[config.mk]
export PLATFORM = sky130hd
export DESIGN_NAME = dsf_status_flags
export DESIGN_NICKNAME = d
export VERILOG_FILES = /design/src/verilog/dsf_status_byte.v /design/src/verilog/dsf_status_flags.v
export VERILOG_INCLUDE_DIRS = /design/src /design/src/verilog
export SDC_FILE = /design/constraint.sdc
export NUM_CORES = 1
export LEC_CHECK = 0
export BUFFER_PORTS_ARGS = -buffer_cell sky130_fd_sc_hd__clkbuf_2
export CORE_ASPECT_RATIO = 0.6
export CORE_MARGIN = 2
export CORE_UTILIZATION = 39
export DETAILED_ROUTE_END_ITERATION = 16
export GPL_ROUTABILITY_DRIVEN = 1
export PLACE_DENSITY = 0.78
export SYNTH_ARGS = -nofsm -noshare
export SYNTH_HDL_FRONTEND = slang
export SYNTH_SLANG_ARGS = --single-unit
[constraint.sdc]
create_clock -name core_clk -period 1.3 [get_ports core_clk]
set_clock_uncertainty 0.2 [all_clocks]
set_input_delay 0.325 -clock core_clk [delete_from_list [all_inputs] [get_ports core_clk]]
set_output_delay 0.325 -clock core_clk [all_outputs]
set_load 0.1 [all_outputs]
[src/verilog/dsf_consts.vh]
// Constants for the result-status flag block of the disk controller.
// Assumes a single 100 MHz core clock and a plain strobed register port.
//
// Functional notes
// - Overrun flag, byte 1 bit 4, set when host misses a transfer.
// - Byte 1 bit 3 always reads zero.
// - No-data flag set when requested sector not found in read, write-deleted, scan.
// - Missing data mark sets byte 1 bit 0 and byte 2 bit 0 together.
// - Byte 2 bit 7 always reads zero.
// - Data-field CRC flag set when data field CRC check fails.
// - Wrong-cylinder flag set with no-data when medium cylinder mismatches.
// - Scan-equal-hit flag set in scan when equality condition met.
// - Scan-not-satisfied flag set when no sector meets scan condition.
// - Bad-cylinder flag set with no-data when mismatched medium cylinder is ff.
// - Data-field missing-mark flag set when data read finds no data mark.
// - Byte 3 bit 7 shows drive fault input level.
// - Byte 3 shows write protect, ready, track zero, two-sided in bits 6..3.
// - Byte 3 shows side select and two unit selects in bits 2..0.
// - End-of-cylinder flag, byte 1 bit 7, set past last sector.
// - Data error flag, byte 1 bit 5, on any CRC failure; bit 6 zero.
`ifndef DSF_CONSTS_VH
`define DSF_CONSTS_VH

// Register indices on the local port.
`define DSF_ADDR_ST1 2'h1
`define DSF_ADDR_ST2 2'h2
`define DSF_ADDR_ST3 2'h3
`define DSF_ADDR_CUR 2'h0

// Status byte 1 field positions.
`define DSF_ST1_EOC 7
`define DSF_ST1_DE 5
`define DSF_ST1_OVR 4
`define DSF_ST1_ND 2
`define DSF_ST1_NW 1
`define DSF_ST1_MA 0

// Status byte 2 field positions.
`define DSF_ST2_CM 6
`define DSF_ST2_DD 5
`define DSF_ST2_WC 4
`define DSF_ST2_SH 3
`define DSF_ST2_SN 2
`define DSF_ST2_BC 1
`define DSF_ST2_MD 0

// Reset value of flag bytes and the bad cylinder marker.
`define DSF_FLAGS_RESET 8'h00
`define DSF_BAD_CYL 8'hff

// Command classes from the sequencer.
`define DSF_CMD_READ 3'h0
`define DSF_CMD_READ_DEL 3'h1
`define DSF_CMD_WRITE 3'h2
`define DSF_CMD_WRITE_DEL 3'h3
`define DSF_CMD_FORMAT 3'h4
`define DSF_CMD_SCAN 3'h5
`define DSF_CMD_READ_ID 3'h6
`define DSF_CMD_OTHER 3'h7

// Index pulses allowed before the identifier mark is called missing.
`define DSF_INDEX_LIMIT 2'h2

`endif

[src/verilog/dsf_status_byte.v]
// One sticky status byte: bits set by hardware events, cleared together.
// Assumes set pulses and the clear are synchronous to core_clk.
`timescale 1ns/1ps
module dsf_status_byte #(
	parameter WIDTH = 8,
	parameter [WIDTH-1:0] ZERO_MASK = 8'h00
) (
	input wire core_clk,
	input wire sys_rst,
	input wire clear,
	input wire [WIDTH-1:0] set,
	output reg [WIDTH-1:0] value
);

////////////////////////////////////////////////////////////////////////////
// A set arriving with the clear wins, so a fresh event is never lost.
genvar i;
generate
	for (i = 0; i < WIDTH; i = i + 1) begin : g_bit
		always @(posedge core_clk) begin
			if (sys_rst || ZERO_MASK[i]) begin
				value[i] <= 1'b0;
			end else if (set[i]) begin
				value[i] <= 1'b1;
			end else if (clear) begin
				value[i] <= 1'b0;
			end
		end
	end
endgenerate

endmodule

[src/verilog/dsf_status_flags.v]
// Result-status flag logic: forms status bytes 1, 2 and 3.
// Assumes event inputs are one-cycle pulses from the command sequencer,
// CRC checker, mark detector and scan comparator, all on core_clk.
//
// The implementer's own choices: the register addresses and the address-and-strobe port.
`timescale 1ns/1ps
`include "dsf_consts.vh"
module dsf_status_flags (
	input wire core_clk,
	input wire sys_rst,
	input wire cmd_start,
	input wire [2:0] cmd_class,
	input wire overrun_event,
	input wire sector_not_found,
	input wire id_crc_fail,
	input wire data_crc_fail,
	input wire id_mark_found,
	input wire index_pulse,
	input wire data_mark_missing,
	input wire deleted_mark_seen,
	input wire cylinder_end_event,
	input wire write_attempt,
	input wire [7:0] medium_cylinder,
	input wire [7:0] id_register_cyl,
	input wire scan_equal_event,
	input wire scan_done_no_match,
	input wire drive_fault_status,
	input wire write_protect_in,
	input wire ready_in,
	input wire track_zero_status,
	input wire two_sided_status,
	input wire side_select_status,
	input wire unit_select_high,
	input wire unit_select_low,
	input wire [1:0] reg_addr,
	input wire [7:0] reg_wdata,
	input wire reg_write,
	input wire reg_read,
	output reg [7:0] reg_rdata,
	output wire [7:0] transfer_error_status,
	output wire [7:0] data_field_scan_status,
	output reg [7:0] drive_signal_status
);

////////////////////////////////////////////////////////////////////////////
// Command class latched at command start; it qualifies the flag sources.
reg [2:0] cur_class;
reg [1:0] index_count;
reg [7:0] set1;
reg [7:0] set2;
wire is_read;
wire is_scan;
wire is_write;
wire cyl_mismatch;
wire no_data_flag;

// Software may also force the class through a write; the sequencer port
// normally owns it, and a cmd_start in the same cycle takes priority.
always @(posedge core_clk) begin
	if (sys_rst) begin
		cur_class <= `DSF_CMD_OTHER;
	end else if (cmd_start) begin
		cur_class <= cmd_class;
	end else if (reg_write && reg_addr == `DSF_ADDR_CUR) begin
		cur_class <= reg_wdata[2:0];
	end
end

assign is_read = (cur_class == `DSF_CMD_READ) ||
	(cur_class == `DSF_CMD_READ_DEL);
assign is_scan = (cur_class == `DSF_CMD_SCAN);
assign is_write = (cur_class == `DSF_CMD_WRITE) ||
	(cur_class == `DSF_CMD_WRITE_DEL) ||
	(cur_class == `DSF_CMD_FORMAT);
assign cyl_mismatch = (medium_cylinder != id_register_cyl);

////////////////////////////////////////////////////////////////////////////
// Index pulses seen without an identifier mark; saturates at the limit.
always @(posedge core_clk) begin
	if (sys_rst || cmd_start || id_mark_found) begin
		index_count <= 2'h0;
	end else if (index_pulse && index_count != `DSF_INDEX_LIMIT) begin
		index_count <= index_count + 2'h1;
	end
end

// No-data condition, shared by byte 1 and the cylinder flags of byte 2.
// Read deleted data is left out on purpose: only plain read data, write
// deleted data and scan report a missing sector here.
assign no_data_flag = (sector_not_found &&
	(cur_class == `DSF_CMD_READ || is_scan ||
	cur_class == `DSF_CMD_WRITE_DEL)) ||
	(cur_class == `DSF_CMD_READ_ID && id_crc_fail);

////////////////////////////////////////////////////////////////////////////
// Set terms of status byte 1.
always @* begin
	set1 = 8'h00;
	set1[`DSF_ST1_EOC] = cylinder_end_event;
	set1[`DSF_ST1_DE] = id_crc_fail || data_crc_fail;
	set1[`DSF_ST1_OVR] = overrun_event;
	set1[`DSF_ST1_ND] = no_data_flag;
	set1[`DSF_ST1_NW] = is_write && write_attempt && write_protect_in;
	// Second index pulse with no mark, or a missing data mark.
	set1[`DSF_ST1_MA] = (index_pulse && !id_mark_found &&
		index_count == `DSF_INDEX_LIMIT - 2'h1) ||
		data_mark_missing;
end

// Set terms of status byte 2.
always @* begin
	set2 = 8'h00;
	set2[`DSF_ST2_CM] = (cur_class == `DSF_CMD_READ || is_scan) &&
		deleted_mark_seen;
	set2[`DSF_ST2_DD] = data_crc_fail;
	set2[`DSF_ST2_WC] = no_data_flag && cyl_mismatch;
	set2[`DSF_ST2_SH] = is_scan && scan_equal_event;
	set2[`DSF_ST2_SN] = is_scan && scan_done_no_match;
	set2[`DSF_ST2_BC] = no_data_flag && cyl_mismatch &&
		medium_cylinder == `DSF_BAD_CYL;
	set2[`DSF_ST2_MD] = data_mark_missing;
end

////////////////////////////////////////////////////////////////////////////
// Sticky bytes; bits 6 and 3 of byte 1 and bit 7 of byte 2 stay zero.
dsf_status_byte #(
	.WIDTH(8),
	.ZERO_MASK(8'h48)
) u_st1 (
	.core_clk(core_clk),
	.sys_rst(sys_rst),
	.clear(cmd_start),
	.set(set1),
	.value(transfer_error_status)
);

dsf_status_byte #(
	.WIDTH(8),
	.ZERO_MASK(8'h80)
) u_st2 (
	.core_clk(core_clk),
	.sys_rst(sys_rst),
	.clear(cmd_start),
	.set(set2),
	.value(data_field_scan_status)
);

////////////////////////////////////////////////////////////////////////////
// Byte 3 follows the drive lines with one cycle of delay.
always @(posedge core_clk) begin
	if (sys_rst) begin
		drive_signal_status <= `DSF_FLAGS_RESET;
	end else begin
		drive_signal_status <= {drive_fault_status,
			write_protect_in, ready_in, track_zero_status,
			two_sided_status,
			side_select_status, unit_select_high,
			unit_select_low};
	end
end

////////////////////////////////////////////////////////////////////////////
// Read port: data valid the cycle after the strobe, zero otherwise.
always @(posedge core_clk) begin
	if (sys_rst || !reg_read) begin
		reg_rdata <= 8'h00;
	end else begin
		case (reg_addr)
			`DSF_ADDR_ST1: reg_rdata <= transfer_error_status;
			`DSF_ADDR_ST2: reg_rdata <= data_field_scan_status;
			`DSF_ADDR_ST3: reg_rdata <= drive_signal_status;
			default: reg_rdata <= {5'h00, cur_class};
		endcase
	end
end

endmodule

==> flow_summary.yaml <==
drt:
  wl_met3_um: 279
  dr_wl_met2_um: 2366
  vias: 1517
  highest_layer: "met4"
  ant_nets: 0
  routed_via_density: 4.990
  wirelength_um: 4943
  drcViolationCount: 0
  drt-initial-drc-count: 36
  route.layer.met1.wl_um: 1998
  post_drt_wl_per_cell_um: 16.26
  firstDrtPassIters: 4
synth:
  yosysWarnings: 0
  ys_seq_elements: 34
  syn_inst: 149
  syn_avg_cell_area_um2: 10.28
  netlist_area_um2: 1531
  ys_seq_area_share_pct: 44.44
  synth_cell_types: 33
clock_network:
  cts_hold_buf: 0
  clockBufferDepth: 2
  cts_tree: "built"
  clk_pin_slew_worst_paths_ns: 0.07
  cts_buffers: 5
  numClockSinks: 34
  clock_latency_ns: 0.29
  ctsHtreeMaxLevel: 2
  clock_tree.root_cell: "clkbuf_8"
critical_path:
  critPathKind: "flip-flop to flip-flop"
  start_kind: "flip-flop"
  cp_max_fo: 3
  arrival_ns: 1.39
  cp_data_required_time_ns: 1.30
  end_kind: "flip-flop"
  timing.rr.end: "index_count[0]"
  reg2reg_from: "index_count[0]"
  rr_worst_depth: 6
  worstSetupStartpoint: "index_count[0]"
  crit_end: "index_count[0]"
  r2r_setup_slack_ns: -0.09
cells_and_area:
  drive_gt1_share_pct: 68.87
  syn2layout_area_growth_pct: 86.68
  stdcell_area_um2: 2859
  nNetsFinal: 312
  diodes: 0
  final_cells: 304
  finish.utilization_pct: 76.81
  fill_cells: 221
placed_design:
  dp.cells: 285
  place_ws_ns: -0.2691
  place_hpwl_um: 3513
  dpl_cell_area_um2: 2549
  gp_congestion: 0.8052
  portBuffers: 77
global_routing:
  antenna_found_initial: 0
  grt_usage_pct: 22.23
  grt-ovfl-total: 0
  grt_max_degree: 12
  grt_pass1_vias: 1533
  grt_first_pass_wirelength_um: 7279
run_status:
  outcome: "finished, violations left"
  violations: "setup timing"
floorplan:
  std_cell_rows: 17
  die_h_um: 52.54
  die_x_um: 84.90
  start_util_pct: 41.14
  core_region_area_um2: 3722
  ios: 86
  dieArea_um2: 4461
hold_path:
  hp-class: "input port to flip-flop"
  min_from: "overrun_event"
timing:
  rsz0062_at_grt: "yes"
  period_share_pct: 107.3
  max_freq_mhz: 717.0
  setup_slack_ns: -0.09473
  period_needed_ns: 1.395
  slew_violations: 0
  setup_tns_ns: -1.519
  setup_viol: 33
  finalHoldViolCount: 0
power_and_ir_drop:
  power_density_nw_per_um2: 1075
  peakVddDrop_v: 0.0007996
  leakagePower_nw: 1.243
flow_run:
  maxCapViolations: 0
==> critical path: stages, from the launching register on <==
cell,delay (ns)
dfxtp_2,0.33
inv_2,0.04
ha_4,0.15
nor2b_4,0.12
buf_6,0.12
xnor2_4,0.06
nor4_2,0.26
==> cell usage in the layout (no fill, tap or decap), drive strengths merged <==
| master | netlist | routed |
|---|---|---|
| a32o | 1 | 1 |
| xnor2 | 11 | 11 |
| mux4 | 3 | 3 |
| nand2b | 4 | 4 |
| a31o | 1 | 1 |
| clkinv | 1 | 3 |
| nor2 | 16 | 16 |
| a21oi | 8 | 8 |
| a22oi | 2 | 2 |
| dfxtp | 34 | 34 |
| a32oi | 2 | 2 |
| nand2 | 6 | 6 |
| clkbuf | 2 | 53 |
| buf | 9 | 61 |
| nor3b | 1 | 1 |
| nand3b | 4 | 4 |
| nand3 | 1 | 1 |
| o21ai | 4 | 4 |
| nor2b | 14 | 14 |
| nand4b | 1 | 1 |
| mux2 | 6 | 6 |
| mux2i | 6 | 6 |
| inv | 2 | 2 |
| bufinv | 0 | 1 |
| a211oi | 1 | 1 |
| nand4 | 4 | 4 |
| ha | 2 | 2 |
| conb | 1 | 3 |
| nor4 | 2 | 2 |
==> cell families after synthesis <==
| group | share of synthesized area [%] |
|---|---|
| DFF | 44.44 |
| other | 0.2449 |
| xor gates and xnor gates | 6.291 |
| AOI/OAI and AO/OA | 9.069 |
| and+or+nand+nor | 19.36 |
| adders and majority gates | 1.634 |
| muxes | 12.74 |
| buffers and inverters | 6.209 |
==> power breakdown <==
part / switching [mW] / internal (mW) / total (mW) / leakage (nW)
sequential: 0.0704 / 1.09 / 1.16 / 0.295
clock: 0.395 / 0.564 / 0.958 / 0.0579
combinational: 0.546 / 0.411 / 0.957 / 0.890
==> sequential cells by signal, indices dropped and copies added, names as in the netlist <==
name / cells
reg_rdata: 8
cur_class: 3
drive_signal_status: 8
index_count: 2
u_st2.value: 7
u_st1.value: 6
==> through the flow <==
stage               hold slack (ns)  power, mW
global route                0.05455      3.184
global placement             0.2686      2.045
detailed placement           0.2722      2.064
finish                      0.03242      3.074
floorplan                    0.1892      1.710
CTS                         0.02435      3.031
==> Yosys cell counts, drive strengths merged <==
library cell	instances	area share, %
nor2b	14	6.2
buf	9	5.0
a211oi	1	0.49
mux2	6	4.4
a32o	1	0.65
a31o	1	1.1
nor2	16	3.9
nand3b	4	2.0
clkinv	1	0.24
o21ai	4	1.8
conb	1	0.24
nand3	1	0.65
nand4	4	1.6
a21oi	8	2.9
nand2b	4	1.6
nand2	6	1.5
a22oi	2	0.98
ha	2	1.6
xnor2	11	6.3
nor4	2	0.82
mux4	3	4.4
inv	2	0.49
dfxtp	34	44
a32oi	2	1.1
nand4b	1	0.57
nor3b	1	0.49
mux2i	6	3.9
clkbuf	2	0.49
==> layer usage <==
layer / up-vias / GRT usage (%)
li1: 725 / -
met1: 701 / 25.68
met2: 69 / 38.45
met3: 22 / 6.457
met4: 0 / 11.11
met5: - / 0
==> worst min-delay path by stage <==
stage	slack, ns	endpoint	depth (start not counted)
global route	0.05	drive_signal_status[2]	2
detailed placement	0.27	u_st1.value[2]	2
finish	0.03	u_st1.value[4]	3
floorplan	0.19	drive_signal_status[7]	1
CTS	0.02	index_count[1]	2
global placement	0.27	u_st1.value[2]	2
==> final cells by class <==
class	count	area, um^2	area share, %
Clock buffer	5	68.82	2.407
Timing Repair Buffer	109	1069	37.37
Tap cell	47	58.81	2.057
Clock inverter	3	40.04	1.400
Sequential cell	34	763.2	26.70
Multi-Input combinational cell	103	848.3	29.67
Inverter	3	11.26	0.3939
==> repair_timing <==
| action | 4_1_cts | 5_1_grt |
|---|---|---|
| pin swaps | 4 | 6 |
| buffers inserted | 8 | 4 |
| endpoints found under the setup margin | 39 | 38 |
| resized for setup | 13 | 19 |
(Power assumes the default switching activity.)
